$ cat src/hw/adcc_cfg.svh
`ifndef ADCC_CFG_SVH
`define ADCC_CFG_SVH

// ---------------------------------------------------------------
// register offsets (byte addresses, one 32-bit word each)
// ---------------------------------------------------------------
`define ADCC_OFS_SC1     8'h00
`define ADCC_OFS_SC2     8'h04
`define ADCC_OFS_RES_LO  8'h08
`define ADCC_OFS_RES_HI  8'h0c
`define ADCC_OFS_CMP_LO  8'h10
`define ADCC_OFS_CMP_HI  8'h14
`define ADCC_OFS_IRQ_ST  8'h18
`define ADCC_OFS_IRQ_CLR 8'h1c
`define ADCC_OFS_IRQ_EN  8'h20

// ---------------------------------------------------------------
// field positions
// ---------------------------------------------------------------
`define ADCC_SC1_CONV_COMPLETE_FLAG    7
`define ADCC_SC1_IEN     6
`define ADCC_SC1_CONT    5
`define ADCC_SC2_ACT     7
`define ADCC_SC2_TRG     6
`define ADCC_SC2_CFE     5
`define ADCC_SC2_CGE     4

// ---------------------------------------------------------------
// codes and reset values
// ---------------------------------------------------------------
`define ADCC_CH_OFF      5'h1f
`define ADCC_CH_RSVD     5'h1c
`define ADCC_CH_REFH     5'h1d
`define ADCC_CH_REFL     5'h1e
`define ADCC_CH_RST      5'h1f
`define ADCC_SC2_RST     8'h00

// ---------------------------------------------------------------
// timing: one conversion, nominal time in ns and derived cycles
// ---------------------------------------------------------------
`define ADCC_CLK_NS      50
`define ADCC_CONV_NS     2500
`define ADCC_CONV_CYC    ((`ADCC_CONV_NS + `ADCC_CLK_NS - 1) / `ADCC_CLK_NS)

`endif

$ cat src/hw/adcc_pkg.sv
package adcc_pkg;
    // converter control states
    typedef enum logic [1:0] {
        ADCC_IDLE,
        ADCC_BUSY,
        ADCC_DONE
    } adcc_state_type;
endpackage

$ cat src/hw/adcc_timer.sv
`timescale 1ns/1ns
`include "adcc_cfg.svh"

// conversion timer: counts one conversion length after a start
module adcc_timer
    import adcc_pkg::*;
(
    // clock and reset
    input wire logic mclk_i,
    input wire logic reset_i,
    // control
    input wire logic start_i,  // restart count
    input wire logic abort_i,  // stop count
    // status
    output logic done_o        // one-cycle pulse at end
);
    typedef struct packed {
        logic [7:0] cnt;       // cycles left
        logic       run;       // counting
        logic       done;      // end pulse
    } adcc_tmr_type;

    adcc_tmr_type st_ff;
    adcc_tmr_type nxt_st;

    // ---------------------------------------------------------------
    // next state
    // ---------------------------------------------------------------
    always_comb begin
        nxt_st = st_ff;
        nxt_st.done = 1'b0;
        if (start_i) begin
            // a start beats an abort in the same cycle
            nxt_st.cnt = 8'(`ADCC_CONV_CYC - 1);
            nxt_st.run = 1'b1;
        end else if (abort_i) begin
            nxt_st.run = 1'b0;
        end else if (st_ff.run) begin
            if (st_ff.cnt == 8'h00) begin
                nxt_st.run = 1'b0;
                nxt_st.done = 1'b1;
            end else begin
                nxt_st.cnt = st_ff.cnt - 8'h01;
            end
        end
    end

    // state register
    always_ff @(posedge mclk_i or posedge reset_i) begin
        if (reset_i) begin
            st_ff <= '0;
        end else begin
            st_ff <= nxt_st;
        end
    end

    assign done_o = st_ff.done;
endmodule

$ cat src/hw/adcc_compare.sv
`timescale 1ns/1ns

// compare unit: condition and difference for the compare function
module adcc_compare (
    // operands
    input wire logic [11:0] result_i,  // raw conversion result
    input wire logic [11:0] cmp_val_i, // compare value
    input wire logic        ge_i,      // 1: greater or equal
    // outputs
    output logic            hit_o,     // condition true
    output logic [11:0]     diff_o     // result plus -compare
);
    always_comb begin
        // greater-or-equal when ge_i, else strictly less
        hit_o = ge_i ? (result_i >= cmp_val_i) : (result_i < cmp_val_i);
        diff_o = result_i + (~cmp_val_i + 12'h001);
    end
endmodule

$ cat src/hw/adcc_ctrl.sv
`timescale 1ns/1ns
`include "adcc_cfg.svh"

module adcc_ctrl
    import adcc_pkg::*;
(
    // clock and reset
    input wire logic        mclk_i,
    input wire logic        reset_i,
    // register port
    input wire logic [7:0]  addr_i,
    input wire logic [31:0] wdata_i,
    input wire logic        wr_i,
    input wire logic        rd_i,
    output logic [31:0]     rdata_o,
    // hardware trigger from periodic counter
    input wire logic        hw_trigger_in_i,
    // analog converter side
    input wire logic [11:0] adc_sample_i,  // raw code at end
    output logic            conv_power_o,  // converter powered
    output logic [4:0]      mux_sel_o,     // input mux code
    output logic            mux_valid_o,   // mux code legal
    output logic            conv_start_o,  // start pulse
    // interrupt
    output logic            irq_o
);
    // ---------------------------------------------------------------
    // state
    // ---------------------------------------------------------------
    typedef struct packed {
        adcc_state_type st;      // control state
        logic [4:0]  channel_select;
        logic        conv_irq_enable;
        logic        continuous_enable;
        logic        conv_complete_flag;
        logic        trigger_select;
        logic        compare_enable;
        logic        compare_greater_equal;
        logic        armed;      // continuous run started
        logic [11:0] result;     // result registers
        logic [11:0] cmp_val;    // compare value
        logic        irq_st;     // sticky event bit
        logic        irq_en;     // interrupt enable
        logic [31:0] rdata;      // read data
        logic        power;      // converter powered
        logic [4:0]  mux;        // mux selection
        logic        mux_ok;     // mux code legal
        logic        start;      // start pulse
        logic        irq;        // interrupt output
    } adcc_ctl_type;

    adcc_ctl_type st_ff;
    adcc_ctl_type nxt_st;

    logic conv_done;   // timer end pulse
    logic cmp_hit;     // compare condition
    logic [11:0] cmp_diff; // compare difference
    logic tmr_start;   // timer start
    logic tmr_abort;   // timer abort

    // ---------------------------------------------------------------
    // submodules
    // ---------------------------------------------------------------
    adcc_timer u_timer (
        .mclk_i (mclk_i),
        .reset_i(reset_i),
        .start_i(tmr_start),
        .abort_i(tmr_abort),
        .done_o (conv_done)
    );

    adcc_compare u_cmp (
        .result_i (adc_sample_i),
        .cmp_val_i(st_ff.cmp_val),
        .ge_i     (st_ff.compare_greater_equal),
        .hit_o    (cmp_hit),
        .diff_o   (cmp_diff)
    );

    // ---------------------------------------------------------------
    // next-state logic
    // ---------------------------------------------------------------
    always_comb begin
        logic sc1_wr;    // write to first control register
        logic off_wr;    // that write turns converter off
        logic hw_go;     // hardware start
        logic start_now; // begin conversion this cycle
        logic event_set; // completion flag rises
        logic clr_lo;    // low result read
        sc1_wr = 1'b0;
        off_wr = 1'b0;
        hw_go = 1'b0;
        start_now = 1'b0;
        event_set = 1'b0;
        clr_lo = 1'b0;

        nxt_st = st_ff;
        nxt_st.start = 1'b0;
        tmr_abort = 1'b0;

        sc1_wr = wr_i && (addr_i == `ADCC_OFS_SC1);
        off_wr = sc1_wr && (wdata_i[4:0] == `ADCC_CH_OFF);
        clr_lo = rd_i && (addr_i == `ADCC_OFS_RES_LO);

        // register writes
        if (sc1_wr) begin
            nxt_st.channel_select = wdata_i[4:0];
            nxt_st.conv_irq_enable = wdata_i[`ADCC_SC1_IEN];
            nxt_st.continuous_enable = wdata_i[`ADCC_SC1_CONT];
            // completion flag itself is not writable
            nxt_st.conv_complete_flag = 1'b0;
            nxt_st.armed = 1'b0;
        end
        if (wr_i && addr_i == `ADCC_OFS_SC2) begin
            // active bit is read-only
            nxt_st.trigger_select = wdata_i[`ADCC_SC2_TRG];
            nxt_st.compare_enable = wdata_i[`ADCC_SC2_CFE];
            nxt_st.compare_greater_equal = wdata_i[`ADCC_SC2_CGE];
        end
        if (wr_i && addr_i == `ADCC_OFS_CMP_LO) begin
            nxt_st.cmp_val[7:0] = wdata_i[7:0];
        end
        if (wr_i && addr_i == `ADCC_OFS_CMP_HI) begin
            nxt_st.cmp_val[11:8] = wdata_i[3:0];
        end
        if (wr_i && addr_i == `ADCC_OFS_IRQ_EN) begin
            nxt_st.irq_en = wdata_i[0];
        end
        if (clr_lo) begin
            nxt_st.conv_complete_flag = 1'b0;
        end

        // any sc1 write aborts the conversion in progress
        if (sc1_wr) begin
            tmr_abort = 1'b1;
            nxt_st.st = ADCC_IDLE;
        end

        // start decision, using the settings now in force
        hw_go = nxt_st.trigger_select && hw_trigger_in_i;
        if (nxt_st.channel_select != `ADCC_CH_OFF) begin
            if (!nxt_st.trigger_select) begin
                start_now = sc1_wr && !off_wr;
            end else begin
                // a pulse during a conversion is not queued
                start_now = hw_go && (nxt_st.st != ADCC_BUSY);
            end
        end

        // conversion sequence
        unique case (st_ff.st)
            ADCC_IDLE: begin
            end
            ADCC_BUSY: begin
                if (conv_done && !sc1_wr) begin
                    nxt_st.st = ADCC_DONE;
                    if (!st_ff.compare_enable) begin
                        event_set = 1'b1;
                        nxt_st.result = adc_sample_i;
                    end else if (cmp_hit) begin
                        event_set = 1'b1;
                        nxt_st.result = cmp_diff;
                    end
                end
            end
            ADCC_DONE: begin
                // continuous mode restarts, else goes to low power
                if (!sc1_wr && st_ff.continuous_enable &&
                        st_ff.armed &&
                        st_ff.channel_select != `ADCC_CH_OFF) begin
                    start_now = 1'b1;
                end else if (!sc1_wr) begin
                    nxt_st.st = ADCC_IDLE;
                end
            end
        endcase

        if (event_set) begin
            // set beats a clear in the same cycle
            nxt_st.conv_complete_flag = 1'b1;
            if (st_ff.conv_irq_enable) begin
                nxt_st.irq_st = 1'b1;
            end
        end
        // clear register, set wins over clear
        if (wr_i && addr_i == `ADCC_OFS_IRQ_CLR && wdata_i[0] &&
                !(event_set && st_ff.conv_irq_enable)) begin
            nxt_st.irq_st = 1'b0;
        end

        if (start_now) begin
            nxt_st.st = ADCC_BUSY;
            nxt_st.start = 1'b1;
            nxt_st.armed = 1'b1;
        end
        tmr_start = start_now;

        // converter power and mux
        nxt_st.power = (nxt_st.st == ADCC_BUSY);
        nxt_st.mux = nxt_st.channel_select;
        nxt_st.mux_ok = (nxt_st.channel_select != `ADCC_CH_OFF) &&
                        (nxt_st.channel_select != `ADCC_CH_RSVD);
        nxt_st.irq = nxt_st.irq_st && nxt_st.irq_en;

        // read data, one cycle after the strobe
        nxt_st.rdata = 32'h0000_0000;
        if (rd_i) begin
            unique case (addr_i)
                `ADCC_OFS_SC1: nxt_st.rdata[7:0] = {
                    st_ff.conv_complete_flag, st_ff.conv_irq_enable,
                    st_ff.continuous_enable, st_ff.channel_select};
                `ADCC_OFS_SC2: nxt_st.rdata[7:0] = {
                    st_ff.st == ADCC_BUSY, st_ff.trigger_select,
                    st_ff.compare_enable, st_ff.compare_greater_equal,
                    4'h0};
                `ADCC_OFS_RES_LO: nxt_st.rdata[7:0] = st_ff.result[7:0];
                `ADCC_OFS_RES_HI: nxt_st.rdata[3:0] = st_ff.result[11:8];
                `ADCC_OFS_CMP_LO: nxt_st.rdata[7:0] = st_ff.cmp_val[7:0];
                `ADCC_OFS_CMP_HI: nxt_st.rdata[3:0] = st_ff.cmp_val[11:8];
                `ADCC_OFS_IRQ_ST: nxt_st.rdata[0] = st_ff.irq_st;
                `ADCC_OFS_IRQ_EN: nxt_st.rdata[0] = st_ff.irq_en;
                // unmapped and write-only offsets read zero
                default: nxt_st.rdata = 32'h0000_0000;
            endcase
        end
    end

    // ---------------------------------------------------------------
    // state register
    // ---------------------------------------------------------------
    always_ff @(posedge mclk_i or posedge reset_i) begin
        if (reset_i) begin
            st_ff <= '0;
            st_ff.st <= ADCC_IDLE;
            st_ff.channel_select <= `ADCC_CH_RST;
            st_ff.mux <= `ADCC_CH_RST;
        end else begin
            st_ff <= nxt_st;
        end
    end

    // ---------------------------------------------------------------
    // outputs, all from flip-flops
    // ---------------------------------------------------------------
    assign rdata_o = st_ff.rdata;
    assign conv_power_o = st_ff.power;
    assign mux_sel_o = st_ff.mux;
    assign mux_valid_o = st_ff.mux_ok;
    assign conv_start_o = st_ff.start;
    assign irq_o = st_ff.irq;
endmodule

$ cat config.mk
export PLATFORM = sky130hd
export DESIGN_NAME = adcc_ctrl
export DESIGN_NICKNAME = d
export VERILOG_FILES = /design/src/hw/adcc_pkg.sv /design/src/hw/adcc_timer.sv /design/src/hw/adcc_compare.sv /design/src/hw/adcc_ctrl.sv
export VERILOG_INCLUDE_DIRS = /design/src /design/src/hw
export SDC_FILE = /design/constraint.sdc
export NUM_CORES = 1
export LEC_CHECK = 0
export BUFFER_PORTS_ARGS = -buffer_cell sky130_fd_sc_hd__buf_4
export CELL_PAD_IN_SITES_DETAIL_PLACEMENT = 0
export CELL_PAD_IN_SITES_GLOBAL_PLACEMENT = 1
export CORE_MARGIN = 1
export CORE_UTILIZATION = 35
export DETAILED_ROUTE_END_ITERATION = 12
export GPL_TIMING_DRIVEN = 0
export PLACE_DENSITY_LB_ADDON = 0.1
export SYNTH_ARGS = -nofsm -noshare
export SYNTH_HDL_FRONTEND = slang
export SYNTH_HIERARCHICAL = 1
export SYNTH_SLANG_ARGS = --single-unit
$ cat constraint.sdc
create_clock -name mclk_i -period 2.9 [get_ports mclk_i]
set_clock_uncertainty 0.2 [all_clocks]
set_input_delay 0.145 -clock mclk_i [delete_from_list [all_inputs] [get_ports mclk_i]]
set_output_delay 0.145 -clock mclk_i [all_outputs]
set_load 0.05 [all_outputs]
### Yosys cells after proc, flatten, opt, wreduce, memory -nomap -nowiden

Cells that the tools add are included.

* output and inout port bits: 41
* register bits: 86
* logic and storage cells: 118
* bits of input ports: 57

* bitwise gates (word level): 1
* reduce and logical (&&, ||, !) cells: 30
* eq/ne operators: 19
* $lt $le $gt $ge: 2
* add/subtract/negate cells: 3
* multiplexer cells: 41

Operators with widths (count)
* 8-bit by 5-bit equality test with 1-bit output (second input constant): 4
* 8-bit two-way mux: 4
* 12-bit two-way mux: 2
* 1-bit two-way mux: 22
* 1-bit logical AND: 20
* 8-bit by 4-bit equality test with 1-bit output (second input constant): 2
* 8-bit logical NOT: 2
* 4-bit one-hot mux with 4 select lines: 1
* 5-bit != test (second input constant): 3
* 3-bit one-hot mux with 5 select lines: 1
* 12-bit by 1-bit adder with 12-bit output (second input constant): 1
* 12-bit adder: 1
* 12-bit >= comparator: 1
* 12-bit less-than comparator: 1
* 2-bit two-way mux: 6
* 12-bit NOT: 1
* 10-bit two-way mux: 1
* 9-bit two-way mux: 1
* 8-bit by 3-bit equality test with 1-bit output (second input constant): 1
* 8-bit by 6-bit equality test with 1-bit output (second input constant): 1
* 8-bit by 1-bit subtractor with 8-bit output (second input constant): 1
* 1-bit one-hot mux with 7 select lines: 1
* 3-bit AND reduction: 2
* 5-bit equality test (second input constant): 1
* other kinds (9): 15

### Logic depth before layout (Yosys ltp)

* depth in word-level cells: 11
* depth in mapped cells: 13

### Modules after synthesis

The synthesis kept the hierarchy.

Modules (own cells, without submodules)
* adcc_ctrl: seq. area each 1307.5 sq um, instances 1, cells each 270, area each 2827.7 sq um
* adcc_compare: seq. area each 0.0 sq um, instances 1, cells each 97, area each 704.4 sq um
* adcc_timer: seq. area each 250.2 sq um, instances 1, cells each 51, area each 543.0 sq um

### Worst setup path after synthesis

OpenSTA, ideal clock, no wires.

* path kind: register -> register
* from: register st_ff[43] in the netlist's numbering
* to: register st_ff[59] in the netlist's numbering
* slack: 248 ps
* cell stages (with the launch flop): 11
* required time: 2573 ps
* data arrival time: 2325 ps
* period minus slack after synthesis: 2652 ps
* buffers on the path: 1
* cells stage by stage: dfrtp_1 ha_1 inv_1 fa_1 a21oi_1 o2111ai_1 o21ai_0 a31oi_1 o2111ai_1 buf_2 o21ai_0

* elaborated cells on any way between the ends: 10

RTL lines
* start: declaration: line adcc_ctrl.sv:52 `adcc_ctl_type st_ff;`
* start signal: assignment: line adcc_ctrl.sv:238 `st_ff <= nxt_st;`
* 12-bit less-than comparator / 12-bit >= comparator (equally long branches): line adcc_compare.sv:15 `hit_o = ge_i ? (result_i >= cmp_val_i) : (result_i < cmp_val_i);`
* 1-bit two-way mux *: line adcc_compare.sv:15
* net cmp_hit: line adcc_ctrl.sv:56 `logic cmp_hit;`
* 2-bit by 1-bit != test with 1-bit output (no source line) *
* 3-bit AND reduction (no source line) *

Mark *: on every way through the listed nets, which the timed path passes. The rest lies on a longest branch. The select of a mux whose other input is x is not followed.
A chain may end at the register's enable or synchronous reset.

### Worst setup path in the final report

* from: input port adc_sample_i[7]
* to: register st_ff[66] in the netlist's numbering

* longest elaborated chain between the ends: 4
* elaborated cells on any way between the ends: 8

Ends and longest elaborated chain
* start: declaration: line adcc_ctrl.sv:19 `input wire logic [11:0] adc_sample_i,`
* 12-bit less-than comparator / 12-bit >= comparator (equally long branches): line adcc_compare.sv:15
* 1-bit two-way mux *: line adcc_compare.sv:15
* net cmp_hit: line adcc_ctrl.sv:56
* 2-bit by 1-bit != test with 1-bit output (no source line) *
* 3-bit AND reduction (no source line) *

Marks and branches as above.

==> impl_metrics.json <==
{
  "cellLeakagePower_nw": 2.45,
  "synth_top_family_by_area": "compound AO/OA/AOI/OAI gates",
  "synth-simple-area-share_pct": 16.0,
  "first_global_vias": 3293,
  "routed_wire_length_mm": 10.8,
  "yosys.area_share.xor_xnor_pct": 2.36,
  "timing.final.max_slew_violations": 0,
  "worst-slew-pin-transition_ps": 725,
  "vias_per_cell": 4.97,
  "layout.cell_area.non_filler_um2": 5400,
  "netlist_area_um2": 4080,
  "powerDensity_nw_per_um2": 567,
  "synth_warnings": 6,
  "row_count": 39,
  "drt_iter0_drc": 176,
  "maxCapViolCount": 0,
  "cpPeakStageDelay_ps": 530,
  "clock_pin_transition_on_the_worst_setup_and_hold_timing_paths_ps": 50,
  "finalHoldViolCount": 0,
  "critical-path-slowest-cell": "dlygate4sd3_1",
  "synth.avg_cell_area_um2": 9.75,
  "synth_commonest_cells": "57 x dfrtp_1, 47 x nand2_1, 37 x buf_4",
  "synth.top_cells.by_area": "dfrtp_1 35%, buf_4 6.8%, mux2_2 6.1%",
  "ant_nets": 0,
  "grt_first_pass_wirelength_mm": 17.1,
  "worst_setup_path_start_kind": "primary input",
  "crit_path_capture_type": "register",
  "die_area_um2": 12100,
  "detailedPlacementHpwl_mm": 7.94,
  "finalPower_mw": 3.06,
  "yosysMostFrequentCell": "dfrtp_1",
  "gr-total-overflow": 0,
  "worst_skew_pair.late_latency_ps": 330,
  "path_cells": "dlygate4sd3_1, buf_4, ha_1, buf_6, a211oi_4, o21ai_0, o211ai_1, buf_4, a31oi_2, buf_4, buf_4, o2111ai_2, o21ai_0",
  "gr-usage-all-layers_pct": 19.3,
  "min_period_over_period_pct": 95.3,
  "synth_compound_area_share_pct": 17.2,
  "initial_antenna_violation_count": 0,
  "cpLargestDelayFamily": "buffers and inverters",
  "muxShareOfSynthArea_pct": 9.27,
  "ioPinCount": 98,
  "htree_levels": 3,
  "synthDistinctLibCells": 78,
  "post_synthesis_sequential_area_ratio_pct": 38.2,
  "largest_net_degree_at_the_start_of_global_routing": 42,
  "finalCriticalPeriod_ps": 2760,
  "timing.critical_path.required_ps": 2900,
  "edff_count_synth": 0,
  "cpMostUsedCell": "buf_4",
  "adder_cell_fraction_of_synth_area_pct": 5.40,
  "gpl_wtd_cong": 0.836,
  "timing.critical_path.arrival_ps": 2760,
  "layout-drive-gt1-share_pct": 33.0,
  "dr.pass1.iters": 4,
  "reg2reg_slack_ps": 150,
  "cts_inserted_buffers": 9,
  "irDropWorstVdd_v": 0.000311,
  "ys_ff_latch": 62,
  "fmax_mhz": 362,
  "synth_area_leader": "dfrtp_1",
  "crit_fanout": 8,
  "slew-limit-headroom_pct": 51.6,
  "area_growth_pct": 32.5,
  "cts_max_path_buffers": 2,
  "port_buffers": 48,
  "drt-wirelength-per-cell_um": 15.9,
  "count_of_endpoints_failing_setup_in_the_final_report": 0,
  "synthCells": 418,
  "start_util_pct": 35.8,
  "number_of_fill_cells": 1096,
  "detailroute.via_count": 3378,
  "timing.critical_path.buf_inv": 6,
  "synthFlopType": "dfrtp_1",
  "cts-root-buf": "clkbuf_16",
  "final_net_count": 606,
  "die-width_um": 110,
  "clkSinkCount": 62,
  "cts_tree": "built",
  "yosysTopAreaCellShare_pct": 35.0,
  "antenna-diode-count": 0,
  "core_area_um2": 11400,
  "route.detailed.drc": 0,
  "status": "complete, no violations",
  "fp.dieH_um": 110,
  "postPlaceCellArea_um2": 4720,
  "synthArstFlopShare_pct": 100,
  "path_class": "primary input to register",
  "hold_class": "primary input to register"
}
==> area by class of cell <==
type	count	area (um2)	share of cell area (%)
clock buffers	12	246	4.56
repair buffers	79	668	12.4
clock inverters	4	70.1	1.30
inverters	28	105	1.95
multi-input cells	301	2200	40.7
plain buffers	51	375	6.95
flip-flops and latches	62	1560	28.8
well taps	143	179	3.31
==> through the flow <==
stage	utilization [%]	hold slack, ps	TNS (ps)	worst slack [ps]	cells
after floorplan	-	-215	0	248	441
after global placement	41.3	-23.5	-7580	-528	632
after detailed placement	41.5	-80.9	-7330	-518	633
after CTS	47.1	31.6	0	37.1	677
after global routing	47.5	69.9	-25.6	-10.4	680
final	47.5	36.2	0	137	680
==> path summary, 6_finish.rpt <==
check	start	endpoint	cells past startpoint
max	adc_sample_i[7]	st_ff[66]	13
min	addr_i[0]	st_ff[42]	4
max reg2reg	st_ff[43]	st_ff[66]	12
min reg2reg	st_ff[64]	st_ff[64]	2
max in group asynchronous	reset_i	mux_sel_o[3]	4
min in group asynchronous	reset_i	conv_start_o	3
==> flip-flops by register name, indices dropped and copies added (netlist names) <==
register	cells
conv_power_o	1
rdata_o	8
st_ff	35
irq_o	1
mux_sel_o	5
mux_valid_o	1
u_timer/st_ff	9
u_timer/done_o	1
conv_start_o	1
==> repair_timing <==
item                                   in CTS  in global routing
cloned                                      3                  0
setup buffers                               3                  3
endpoints found under the hold margin     103                  0
resized for setup                          13                  8
pin swaps                                   2                  4
hold buffers                               22                  0
setup endpoints to repair                  15                 17
==> cell families (layout without fill, tap and decap cells) <==
| group | count (synthesis) | in the layout |
|---|---|---|
| flops | 62 | 62 |
| compound gates | 96 | 97 |
| xor+xnor | 11 | 11 |
| other cells | 1 | 24 |
| fa+ha+maj | 17 | 17 |
| simple gates | 117 | 117 |
| mux | 35 | 35 |
| buf+inv | 79 | 174 |
==> tightest hold or removal path, delay by kind of cell <==
kind	cells	cell delay (ps)
AO/OA/AOI/OAI	1	120
buffers and inverters	1	130
AND/OR/NAND/NOR	2	130
==> report_power, final <==
part / switching [mW] / leakage [nW] / internal, mW
Clock: 0.379 / 0.157 / 0.773
Sequential: 0.109 / 0.796 / 0.995
Combinational: 0.469 / 1.49 / 0.338
Total: 0.958 / 2.45 / 2.11
==> layout by cell type, fill, tap and decap left out, drive strengths merged, types with 6 or more instances in the layout <==
cell type / instances
xnor2: 9
inv: 28
dfrtp: 57
dlygate4sd3: 22
a31oi: 6
ha: 16
nor2: 18
clkbuf: 16
a22oi: 8
mux2i: 13
a21oi: 17
nand3: 6
o21ai: 24
buf: 104
mux2: 22
nand2: 48
conb: 24
==> per-layer routing <==
| metal | vias up | track usage (%) | wire length [um] |
|---|---|---|---|
| li1 | 1675 | - | - |
| met1 | 1621 | 25.2 | 5120 |
| met2 | 73 | 31.7 | 5160 |
| met3 | 9 | 4.56 | 416 |
| met4 | 0 | 5.43 | 142 |
| met5 | - | 0 | 0 |
No activity file was read; power rests on OpenSTA's default activity.
